===== src/design/spl_pkg.sv =====
// Constants, register layout and state encodings of the serial port control block
//
// Notes on behaviour
// - Wait mode: port runs, events raise interrupt.
// - Halt freezes control; port stays inactive unless peripheral wake armed.
// - Peripheral halt wake only by transfer-done.
// - Several bytes during halt raise overrun.
// - Done while flag still set sets overrun.
// - Leaving peripheral role ends halt residue immediately.
// - Halt wake needs select low at entry.
// - One shared vector, enable and mask gated.
// - Enable bit 7 raises on done, fault or overrun flag.
// - Bit 6 connects pins; fault clears it.
// - Bit 4 selects controller role; fault clears.
// - Bit 3 sets serial clock idle level.
// - Bit 2 picks first or second edge.
// - Rate bits divide CPU clock 4..128.
// - Rate bits ignored in peripheral role.
// - Reset clears all eight control bits.
// - Byte end sets transfer-done flag, except the first after a peripheral wake.
// - Controller role with select low faults.
package spl_pkg;

  // ****************
  // Register offsets
  // ****************
  localparam logic [7:0] ADDR_DATA = 8'h21;
  localparam logic [7:0] ADDR_CTRL = 8'h22;
  localparam logic [7:0] ADDR_CSR = 8'h23;

  // ****************
  // Field positions
  // ****************
  localparam int CB_IE = 7;
  localparam int CB_PE = 6;
  localparam int CB_HALVE = 5;
  localparam int CB_ROLE = 4;
  localparam int CB_IDLE = 3;
  localparam int CB_CAPT = 2;
  localparam int CB_RATE1 = 1;
  localparam int CB_RATE0 = 0;

  // ****************
  // Reset values
  // ****************
  localparam logic [7:0] CTRL_RST = 8'h00;
  localparam logic [7:0] BYTE_ZERO = 8'h00;

  // ****************
  // Serial clock half periods in CPU cycles and last edge counts of a byte
  // ****************
  localparam logic [6:0] HALF_DIV4 = 7'h02;
  localparam logic [6:0] HALF_DIV8 = 7'h04;
  localparam logic [6:0] HALF_DIV16 = 7'h08;
  localparam logic [6:0] HALF_DIV32 = 7'h10;
  localparam logic [6:0] HALF_DIV64 = 7'h20;
  localparam logic [6:0] HALF_DIV128 = 7'h40;
  localparam logic [4:0] LAST_EDGE = 5'h0f;
  localparam logic [3:0] LAST_SAMPLE_PAIR = 4'h7;

  typedef enum logic [3:0] {
    SPL_RUN = 4'b0001,
    SPL_HALT_IDLE = 4'b0010,
    SPL_HALT_ARMED = 4'b0100,
    SPL_RESIDUE = 4'b1000
  } spl_pwr_e;

endpackage


===== src/design/spl_clk_div.sv =====
// Serial clock divider producing one tick per half serial clock period
`timescale 1ns/10ps
`default_nettype none
module spl_clk_div
  import spl_pkg::*;
(
  input wire logic clk,
  input wire logic rst,
  input wire logic run,
  input wire logic [2:0] rate_sel,
  output logic tick
);

  logic [6:0] cnt;

  function automatic logic [6:0] half_of(input logic [2:0] s);
    case (s)
      3'b100: half_of = HALF_DIV4;
      3'b000: half_of = HALF_DIV8;
      3'b001: half_of = HALF_DIV16;
      3'b110: half_of = HALF_DIV32;
      3'b010: half_of = HALF_DIV64;
      3'b011: half_of = HALF_DIV128;
      default: half_of = HALF_DIV8;
    endcase
  endfunction

  // Restarts at every transfer so the first half period is whole
  always_ff @(posedge clk) begin
    if (rst || !run) begin
      cnt <= 7'h00;
      tick <= 1'b0;
    end else if (cnt == half_of(rate_sel) - 7'h01) begin
      cnt <= 7'h00;
      tick <= 1'b1;
    end else begin
      cnt <= cnt + 7'h01;
      tick <= 1'b0;
    end
  end
endmodule
`default_nettype wire


===== src/design/spl_shifter.sv =====
// Byte shift engine for controller and peripheral roles
`timescale 1ns/10ps
`default_nettype none
module spl_shifter
  import spl_pkg::*;
(
  input wire logic clk,
  input wire logic rst,
  input wire logic en,
  input wire logic ctrl,
  input wire logic idle_level_select,
  input wire logic capture_edge_select,
  input wire logic tick,
  input wire logic sel_low,
  input wire logic sck_in,
  input wire logic sd_in,
  input wire logic load,
  input wire logic [7:0] load_byte,
  output logic sck_lvl,
  output logic sd_out,
  output logic busy,
  output logic done,
  output logic [7:0] rx_byte
);

  logic [7:0] sr;
  logic [4:0] edges;
  logic sck_prev;
  logic edge_ev;
  logic lead;
  logic sample;
  logic last;

  always_comb begin
    if (ctrl) begin
      edge_ev = busy & tick;
      lead = (sck_lvl == idle_level_select);
    end else begin
      edge_ev = sel_low & (sck_in != sck_prev);
      lead = (sck_prev == idle_level_select);
    end
    sample = edge_ev & (lead ^ capture_edge_select);
    last = ctrl ? (edges == LAST_EDGE) : (sample && edges[4:1] == LAST_SAMPLE_PAIR);
  end

  assign rx_byte = sr;

  always_ff @(posedge clk) begin
    if (rst) begin
      sr <= BYTE_ZERO;
      edges <= 5'h00;
      sck_prev <= 1'b0;
      sck_lvl <= 1'b0;
      sd_out <= 1'b0;
      busy <= 1'b0;
      done <= 1'b0;
    end else if (en) begin
      done <= 1'b0;
      sck_prev <= sck_in;
      if (ctrl && !busy) begin
        sck_lvl <= idle_level_select;
      end
      if (!ctrl && !sel_low) begin
        edges <= 5'h00;
      end
      if (load && !busy) begin
        sr <= load_byte;
        sd_out <= load_byte[7];
        busy <= ctrl;
        edges <= 5'h00;
      end else if (edge_ev) begin
        edges <= last ? 5'h00 : edges + 5'h01;
        if (ctrl) begin
          sck_lvl <= ~sck_lvl;
        end
        if (sample) begin
          sr <= {sr[6:0], sd_in};
        end else begin
          sd_out <= sr[7];
        end
        if (last) begin
          busy <= 1'b0;
          done <= 1'b1;
        end
      end
    end
  end
endmodule
`default_nettype wire


===== src/design/spl_lowpower_irq_control.sv =====
// Serial port control, shared interrupt and low power handling
`timescale 1ns/10ps
`default_nettype none
module spl_lowpower_irq_control
  import spl_pkg::*;
(
  input wire logic clk,
  input wire logic rst,
  input wire logic [7:0] addr,
  input wire logic [7:0] wdata,
  input wire logic wr,
  input wire logic rd,
  output logic [7:0] rdata,
  input wire logic cpu_irq_mask,
  input wire logic halt_mode,
  output logic irq,
  output logic halt_wake,
  input wire logic sck_in,
  output logic sck_out,
  output logic sck_oe,
  input wire logic mosi_in,
  output logic mosi_out,
  output logic mosi_oe,
  input wire logic miso_in,
  output logic miso_out,
  output logic miso_oe,
  input wire logic ss_n_in
);

  // ****************
  // Register state
  // ****************
  logic [7:0] serial_port_control;
  logic [7:0] data_buffer_reg;
  logic transfer_done_flag;
  logic overrun_flag;
  logic mode_fault_flag;
  logic wcol_flag;
  logic out_disable;
  logic select_source_choice;
  logic internal_select_level;
  logic done_armed;
  logic fault_armed;
  logic wcol_armed;
  spl_pwr_e pwr;
  spl_pwr_e next_pwr;

  // ****************
  // Decodes
  // ****************
  logic port_enable_bit;
  logic controller_role_bit;
  logic ss_eff_n;
  logic awake;
  logic wr_data;
  logic rd_data;
  logic wr_ctrl;
  logic rd_csr;
  logic wr_csr;
  logic clr_done;
  logic fault;
  logic count_done;
  logic take_byte;
  logic shift_en;
  logic div_run;
  logic div_tick;
  logic sh_sck;
  logic sh_sd;
  logic sh_busy;
  logic sh_done;
  logic [7:0] sh_rx;

  assign port_enable_bit = serial_port_control[CB_PE];
  assign controller_role_bit = serial_port_control[CB_ROLE];
  assign ss_eff_n = select_source_choice ? internal_select_level : ss_n_in;
  assign awake = (pwr == SPL_RUN) || (pwr == SPL_RESIDUE);
  assign wr_data = wr && awake && addr == ADDR_DATA;
  assign rd_data = rd && awake && addr == ADDR_DATA;
  assign wr_ctrl = wr && awake && addr == ADDR_CTRL;
  assign rd_csr = rd && awake && addr == ADDR_CSR;
  assign wr_csr = wr && awake && addr == ADDR_CSR;
  assign clr_done = done_armed && (rd_data || wr_data);
  assign fault = awake && port_enable_bit && controller_role_bit && !ss_eff_n;
  // The first byte completed after a peripheral wake only restores normal state
  assign count_done = sh_done && pwr != SPL_RESIDUE;
  assign take_byte = wr_data && (!transfer_done_flag || done_armed) && !sh_busy;
  // Halt freezes the engine unless a peripheral wake was armed
  assign shift_en = port_enable_bit && pwr != SPL_HALT_IDLE;
  assign div_run = shift_en && controller_role_bit && sh_busy;

  // ****************
  // Submodules
  // ****************
  spl_clk_div u_div (
    .clk(clk),
    .rst(rst),
    .run(div_run),
    .rate_sel({serial_port_control[CB_HALVE], serial_port_control[CB_RATE1],
               serial_port_control[CB_RATE0]}),
    .tick(div_tick)
  );

  spl_shifter u_shift (
    .clk(clk),
    .rst(rst),
    .en(shift_en),
    .ctrl(controller_role_bit),
    .idle_level_select(serial_port_control[CB_IDLE]),
    .capture_edge_select(serial_port_control[CB_CAPT]),
    .tick(div_tick),
    .sel_low(!ss_eff_n),
    .sck_in(sck_in),
    .sd_in(controller_role_bit ? miso_in : mosi_in),
    .load(take_byte),
    .load_byte(wdata),
    .sck_lvl(sh_sck),
    .sd_out(sh_sd),
    .busy(sh_busy),
    .done(sh_done),
    .rx_byte(sh_rx)
  );

  // ****************
  // Power state
  // ****************
  always_comb begin
    next_pwr = pwr;
    case (pwr)
      SPL_RUN, SPL_RESIDUE: begin
        if (halt_mode) begin
          if (port_enable_bit && !controller_role_bit && !ss_eff_n) begin
            next_pwr = SPL_HALT_ARMED;
          end else begin
            next_pwr = SPL_HALT_IDLE;
          end
        end else if (pwr == SPL_RESIDUE && (controller_role_bit || sh_done)) begin
          next_pwr = SPL_RUN;
        end
      end
      SPL_HALT_IDLE: begin
        if (!halt_mode) begin
          next_pwr = SPL_RUN;
        end
      end
      SPL_HALT_ARMED: begin
        if (!halt_mode) begin
          next_pwr = controller_role_bit ? SPL_RUN : SPL_RESIDUE;
        end
      end
      default: next_pwr = SPL_RUN;
    endcase
  end

  always_ff @(posedge clk) begin
    if (rst) begin
      pwr <= SPL_RUN;
    end else begin
      pwr <= next_pwr;
    end
  end

  // ****************
  // Control register
  // ****************
  always_ff @(posedge clk) begin
    if (rst) begin
      serial_port_control <= CTRL_RST;
    end else begin
      if (wr_ctrl) begin
        serial_port_control <= wdata;
        // Enable and role stay low while a fault is pending outside its clear sequence
        if (mode_fault_flag && !fault_armed) begin
          serial_port_control[CB_PE] <= 1'b0;
          serial_port_control[CB_ROLE] <= 1'b0;
        end
      end
      if (fault) begin
        serial_port_control[CB_PE] <= 1'b0;
        serial_port_control[CB_ROLE] <= 1'b0;
      end
    end
  end

  // ****************
  // Status flags, set wins over clear
  // ****************
  always_ff @(posedge clk) begin
    if (rst) begin
      transfer_done_flag <= 1'b0;
      done_armed <= 1'b0;
    end else begin
      if (rd_csr && transfer_done_flag) begin
        done_armed <= 1'b1;
      end else if (clr_done) begin
        done_armed <= 1'b0;
      end
      if (count_done) begin
        transfer_done_flag <= 1'b1;
      end else if (clr_done) begin
        transfer_done_flag <= 1'b0;
      end
    end
  end

  always_ff @(posedge clk) begin
    if (rst) begin
      overrun_flag <= 1'b0;
      data_buffer_reg <= BYTE_ZERO;
    end else begin
      if (count_done && transfer_done_flag && !clr_done) begin
        overrun_flag <= 1'b1;
      end else if (rd_csr) begin
        overrun_flag <= 1'b0;
      end
      // On overrun the buffer keeps the first byte after the last clear
      if (count_done && !(transfer_done_flag && !clr_done)) begin
        data_buffer_reg <= sh_rx;
      end
    end
  end

  always_ff @(posedge clk) begin
    if (rst) begin
      mode_fault_flag <= 1'b0;
      fault_armed <= 1'b0;
    end else begin
      if (fault) begin
        mode_fault_flag <= 1'b1;
      end else if (fault_armed && wr_ctrl) begin
        mode_fault_flag <= 1'b0;
      end
      if (rd_csr && mode_fault_flag) begin
        fault_armed <= 1'b1;
      end else if (wr_ctrl) begin
        fault_armed <= 1'b0;
      end
    end
  end

  always_ff @(posedge clk) begin
    if (rst) begin
      wcol_flag <= 1'b0;
      wcol_armed <= 1'b0;
      out_disable <= 1'b0;
      select_source_choice <= 1'b0;
      internal_select_level <= 1'b0;
    end else begin
      if (wr_data && sh_busy) begin
        wcol_flag <= 1'b1;
      end else if (wcol_armed && rd_data) begin
        wcol_flag <= 1'b0;
      end
      if (rd_csr && wcol_flag) begin
        wcol_armed <= 1'b1;
      end else if (rd_data) begin
        wcol_armed <= 1'b0;
      end
      if (wr_csr) begin
        out_disable <= wdata[2];
        select_source_choice <= wdata[1];
        internal_select_level <= wdata[0];
      end
    end
  end

  // ****************
  // Bus read, interrupt and pins
  // ****************
  always_ff @(posedge clk) begin
    if (rst || !rd) begin
      rdata <= BYTE_ZERO;
    end else begin
      case (addr)
        ADDR_DATA: rdata <= data_buffer_reg;
        ADDR_CTRL: rdata <= serial_port_control;
        ADDR_CSR: rdata <= {transfer_done_flag, wcol_flag, overrun_flag, mode_fault_flag,
                            1'b0, out_disable, select_source_choice, internal_select_level};
        default: rdata <= BYTE_ZERO;
      endcase
    end
  end

  always_ff @(posedge clk) begin
    if (rst) begin
      irq <= 1'b0;
      halt_wake <= 1'b0;
    end else begin
      irq <= serial_port_control[CB_IE] && !cpu_irq_mask &&
             (transfer_done_flag || mode_fault_flag || overrun_flag);
      halt_wake <= pwr == SPL_HALT_ARMED && transfer_done_flag;
    end
  end

  always_ff @(posedge clk) begin
    if (rst) begin
      sck_out <= 1'b0;
      sck_oe <= 1'b0;
      mosi_out <= 1'b0;
      mosi_oe <= 1'b0;
      miso_out <= 1'b0;
      miso_oe <= 1'b0;
    end else begin
      sck_out <= sh_sck;
      sck_oe <= port_enable_bit && controller_role_bit;
      mosi_out <= sh_sd;
      mosi_oe <= port_enable_bit && controller_role_bit && !out_disable;
      miso_out <= sh_sd;
      miso_oe <= port_enable_bit && !controller_role_bit && !out_disable && !ss_eff_n;
    end
  end
endmodule
`default_nettype wire


===== config.mk =====
export PLATFORM = sky130hd
export DESIGN_NAME = spl_lowpower_irq_control
export DESIGN_NICKNAME = d
export VERILOG_FILES = /design/src/design/spl_pkg.sv /design/src/design/spl_clk_div.sv /design/src/design/spl_shifter.sv /design/src/design/spl_lowpower_irq_control.sv
export SDC_FILE = /design/constraint.sdc
export NUM_CORES = 1
export LEC_CHECK = 0
export ABC_AREA = 1
export BUFFER_PORTS_ARGS = -buffer_cell sky130_fd_sc_hd__buf_2
export CORE_MARGIN = 8
export CORE_UTILIZATION = 44
export CTS_BUF_LIST = sky130_fd_sc_hd__clkbuf_8
export DETAILED_ROUTE_END_ITERATION = 12
export PLACE_DENSITY_LB_ADDON = 0.15
export SYNTH_ARGS = -nofsm -noshare
export SYNTH_HDL_FRONTEND = slang
export SYNTH_SLANG_ARGS = --single-unit

===== constraint.sdc =====
create_clock -name clk -period 2.5 [get_ports clk]
set_clock_uncertainty 0.2 [all_clocks]
set_input_delay 0.25 -clock clk [delete_from_list [all_inputs] [get_ports clk]]
set_output_delay 0.25 -clock clk [all_outputs]
set_load 0.05 [all_outputs]

==> impl_metrics.ini, run 1 <==
[cts]
clk_latency_ns = 0.34
cts_buffers = 9
cts.sinks = 71
cts.clk_slew.worst_paths_ns = 0.07
clockRootBuffer = clkbuf_8
htree_num_levels = 3
cts.path.max_buffers = 2
cts_tree = built
cts_setup_buffers = 0

[sta]
worst_slew_pin_slew_ns = 0.6065
maxSlewHeadroom_pct = 59.20
setup_violations = 0
finalHoldViolations = 0
layout_min_cycle_time_ns = 2.113
maxSlewViolCount = 0
post-route-period-util_pct = 84.53
rsz0062_at_grt = no
max_freq_mhz = 473.2
fin_tns_setup_ns = 0

[synthesis]
ys_ff_latch = 71
synth.yosys.warnings = 0
synth_area_per_cell_sq_um = 6.810
syn_nets = 546
ys_seq_area_share_pct = 40.37
async_flop_share_pct = 0
synthesis.area_sq_mm = 0.003521
ys.flop_type = dfxtp_1
synth_edf_count = 0
synthDistinctLibCells = 40
synthCells = 517

[pwr]
clkPwrFrac_pct = 36.9
p_leak_nw = 1.887
power_density_mw_per_mm2 = 534.1
ir_drop_uv = 203.6
p_sw_share_pct = 26.46
intPower_w = 0.001586
share_comb_of_total_power_pct = 9.2
sequentialPowerShare_pct = 53.9
p_switching_w = 0.0005707

[worst_setup_path]
regToRegSetupSlack_ns = 0.39
arrival_ns = 2.16
worstSetupPathType = register to register
cp_data_required_time_ns = 2.54
critPathMaxFanout = 8
setup.worst_path.start_class = register
cp-end-kind = register

[detailed_routing]
first_pass_iters = 4
wl_per_cell_um = 13.02
antenna_left = 0
vias_per_cell = 5.040
drtIter0Drc = 178
num_vias = 3397
drt_wl_total_um = 8774
drc = 0

[finish]
ff_latch_area_sq_mm = 0.001421
design_area_sq_mm = 0.004039
fillers = 820
diodes = 0
drive_gt1_share_pct = 14.34
multi_input_comb_area_sq_mm = 0.001702
nNetsFinal = 597
syn_to_final_growth_pct = 14.71

[grt]
grt_pass1_vias = 3111
grt_pass1_wl_um = 14950
grt_max_degree = 34
grt_use_total_pct = 16.35
antenna_found_initial = 0
overflow = 0

[place]
post-dp-hpwl_um = 6647
gp_congestion = 0.8411
placed_cell_area_sq_mm = 0.003824
portBuffers = 41

[die]
io_pins = 42
dieArea_sq_mm = 0.01112
core-area_sq_mm = 0.007727
rows = 32
die_w_um = 105.5
start_util_pct = 45.56
die_h_um = 105.5

[job]
maxCapViolations = 0

[hold_path]
hold_path.class = input pin to register

[status]
status = finished clean
[cells by family (layout without fill, tap and decap cells)]
group,count (synthesis),in the layout,synth area share [%]
AND/OR/NAND/NOR,252,252,31.81
buffers and inverters,97,152,11.30
XOR/XNOR,6,6,1.493
flip-flops,71,71,40.37
AO/OA/AOI/OAI,88,88,13.97
adder cells (fa/ha/maj),3,3,1.066
[final timing paths]
| path | from | end | cells after the start |
|---|---|---|---|
| min | wdata[1] | serial_port_control[1] | 3 |
| max | pwr[0] | u_shift.edges[1] | 10 |
| min reg2reg | u_shift.sd_out | miso_out | 2 |
| max reg2reg | pwr[0] | u_shift.edges[1] | 10 |
[power groups by stage]
stage               clock, W  sequential (W)  combinational, W
floorplan                  0         0.00118          0.000141
global placement           0         0.00119          0.000189
detailed placement         0         0.00119          0.000192
CTS                 0.000815         0.00116          0.000199
global route        0.000868         0.00117          0.000225
finish              0.000795         0.00116          0.000199
[area by class of cell]
type                            count  area share, %
Timing Repair Buffer               53          7.621
Tap cell                          102          3.160
Clock inverter                      5         0.6815
Clock buffer                       10          3.408
Sequential cell                    71          35.19
Multi-Input combinational cell    349          42.13
Inverter                           84          7.807
[repair_timing]
item                                   in CTS  in global routing
hold buffers                                5                  0
endpoints found under the hold margin       7                  0
resized for setup                           0                  0
[synth_stat cells (3+ instances only)]
master | number | area, sq um
a211oi_1 | 3 | 22.52
a21oi_1 | 33 | 165.2
buf_2 | 6 | 30.03
buf_6 | 3 | 33.78
dfxtp_1 | 71 | 1421
ha_1 | 3 | 37.54
inv_1 | 79 | 296.5
inv_2 | 4 | 15.01
nand2_1 | 110 | 412.9
nand2_2 | 4 | 25.02
nand3_1 | 30 | 150.1
nand3_2 | 3 | 30.03
nand4_1 | 12 | 75.07
nor2_1 | 72 | 270.3
nor3_1 | 8 | 40.04
o21ai_0 | 38 | 190.2
o22ai_1 | 6 | 37.54
xnor2_1 | 3 | 26.28
xor2_1 | 3 | 26.28
[critical path, stage by stage (launching register included)]
cell,delay [ns]
dfxtp_1,0.37
nor2_1,0.13
nand3_1,0.12
nand2_1,0.28
nand2_1,0.22
nor2_4,0.19
nand3_2,0.20
nand3_2,0.17
nand2_1,0.06
inv_1,0.05
nor2_1,0.03
[stage by stage]
stage          cells  setup WS, ns  utilization, %  total power, W  hold slack [ns]
4_1_cts          674        0.4033           52.27        0.002176         0.006334
3_5_place_dp     654        0.4241           49.48        0.001381           0.2189
5_1_grt          674        0.1260           52.27        0.002258          0.01997
3_3_place_gp     654        0.4648           49.48        0.001376           0.2169
2_1_floorplan    517        0.8885               -        0.001326           0.1271
6_report         674        0.3868           52.27        0.002157          0.01087
[per-layer routing]
layer	up-vias	wire, um	global-route usage, %
met5	-	0	0
met4	0	232	7.849
met3	18	578	4.141
met2	95	3757	24.91
met1	1539	4204	21.08
li1	1745	-	-
[placed cells by master, fill, tap and decap left out, drive strengths merged, types with 3 or more instances in the layout]
cell and n:
nand2 114, inv 85, nor2 75, dfxtp 71, buf 48, o21ai 39
a21oi 34, nand3 34, nand4 13, clkbuf 10, nor3 8, o22ai 6
dlygate4sd3 5, a211oi 3, xor2 3, xnor2 3, ha 3
(Power assumes the default switching activity.)
==> run 2, diff against run 1 <==
clock period = 1.7 ns   (was 2.5 ns; I/O delays follow)
==> impl_metrics.ini, run 2 (synthesis results as in run 1) <==
[status]
status = complete, but fails checks
failed_checks = negative setup slack

[place]
portBuffers = 41
post-dp-hpwl_um = 7072
pre_cts_ws_ns = -0.1506
gp_congestion = 0.8672

[die]
core-area_sq_mm = 0.007727
rows = 32
dieArea_sq_mm = 0.01112
die_w_um = 105.5
die_h_um = 105.5
start_util_pct = 45.56
io_pins = 42

[hold_path]
hold_path.class = input pin to register

[cts]
cts.path.max_buffers = 2
cts_tree = built
cts_buffers = 9
cts.clk_slew.worst_paths_ns = 0.07
htree_num_levels = 3
clk_latency_ns = 0.35
clockRootBuffer = clkbuf_8
cts.sinks = 71

[finish]
most-common-layout-cells = 102 x nand2_1, 80 x inv_1, 66 x nor2_1, 66 x dfxtp_1, 43 x buf_4
final_common_cell = nand2_1
diodes = 0
drive_gt1_share_pct = 24.60
syn_to_final_growth_pct = 32.73
nNetsFinal = 648
fillers = 743

[worst_setup_path]
arrival_ns = 1.85
cp-end-kind = register
worstSetupPathType = register to register
critPathMaxFanout = 7
cp_data_required_time_ns = 1.78
setup.worst_path.start_class = register

[sta]
finalHoldViolations = 0
maxSlewViolCount = 0
fin_tns_setup_ns = -0.1231
rsz0062_at_grt = yes
post-route-period-util_pct = 104.1
layout_min_cycle_time_ns = 1.770
worst_slew_pin_slew_ns = 0.3823
max_freq_mhz = 564.9
setup_violations = 3
maxSlewHeadroom_pct = 74.52
worst_slack_ns = -0.07033

[grt]
grt_pass1_wl_um = 15910
grt_use_total_pct = 17.48
grt_pass1_vias = 3333
grt_max_degree = 37
overflow = 0
antenna_found_initial = 0

[detailed_routing]
drc = 0
first_pass_iters = 4
vias_per_cell = 4.899
num_vias = 3547
wl_per_cell_um = 13.32
drt_wl_total_um = 9643
antenna_left = 0
drtIter0Drc = 234

[pwr]
ir_drop_uv = 372.2
power_density_mw_per_mm2 = 739.1
p_leak_nw = 2.205

[job]
maxCapViolations = 0
run 2: path summary, 6_finish.rpt:
path,cells after the start,slack (ns),to,from
hold reg to reg,2,0.23,miso_out,u_shift.sd_out
setup / recovery,9,-0.07,u_div.cnt[4],pwr[3]
setup reg to reg,9,-0.07,u_div.cnt[4],pwr[3]
hold / removal,3,0.04,u_shift.done,rst
run 2: area by class of cell:
class                   count  area, sq um  share of cell area [%]
flip-flops and latches     71         1430                   30.60
clock inverters             4        41.29                  0.8835
inverters                  84        322.8                   6.908
clock buffers              10        137.6                   2.945
repair buffers            103        757.0                   16.20
multi-input cells         350         1857                   39.73
well taps                 102        127.6                   2.731
run 2: worst max-delay path: stages, from the launching register on:
cell     delay [ns]
dfxtp_2        0.36
nor2_2         0.05
nand2_1        0.12
o21ai_4        0.09
buf_4          0.16
nor4_4         0.17
buf_4          0.16
nand2_1        0.04
buf_4          0.15
nor3b_1        0.17
run 2: repair_timing:
action                     CTS  global route
buffers inserted             3             4
gates cloned                 0             1
hold buffers                12             0
pin swaps                    5             9
hold endpoints to repair    16             0
gates resized for setup     25            32
setup endpoints to repair   42            45
run 2: through the flow:
stage	hold WS, ns	utilization [%]	instances	instance area (sq um)	total power, W
3_5_place_dp	0.1522	53.30	690	4119	0.002092
2_1_floorplan	0.04708	-	517	3521	0.001951
3_3_place_gp	0.1419	53.30	690	4119	0.002084
4_1_cts	0.02014	58.89	719	4551	0.003437
6_report	0.03738	60.48	724	4673	0.003454
5_1_grt	0.03672	60.48	724	4673	0.003584
run 2: power breakdown:
group	internal [W]	leakage [nW]	switching (W)	total [W]
registers	0.00168	0.574	0.0000190	0.00170
logic	0.000186	1.53	0.000253	0.000439
clock network	0.000687	0.102	0.000626	0.00131
run 2: layer usage:
| metal | track usage [%] | share of wire, % | vias up | wire [um] |
|---|---|---|---|---|
| li1 | - | - | 1863 | - |
| met1 | 22.40 | 48 | 1592 | 4658 |
| met4 | 6.320 | 0.93 | 0 | 90 |
| met3 | 4.324 | 5.9 | 8 | 570 |
| met5 | 0 | 0 | - | 0 |
| met2 | 27.79 | 45 | 84 | 4323 |
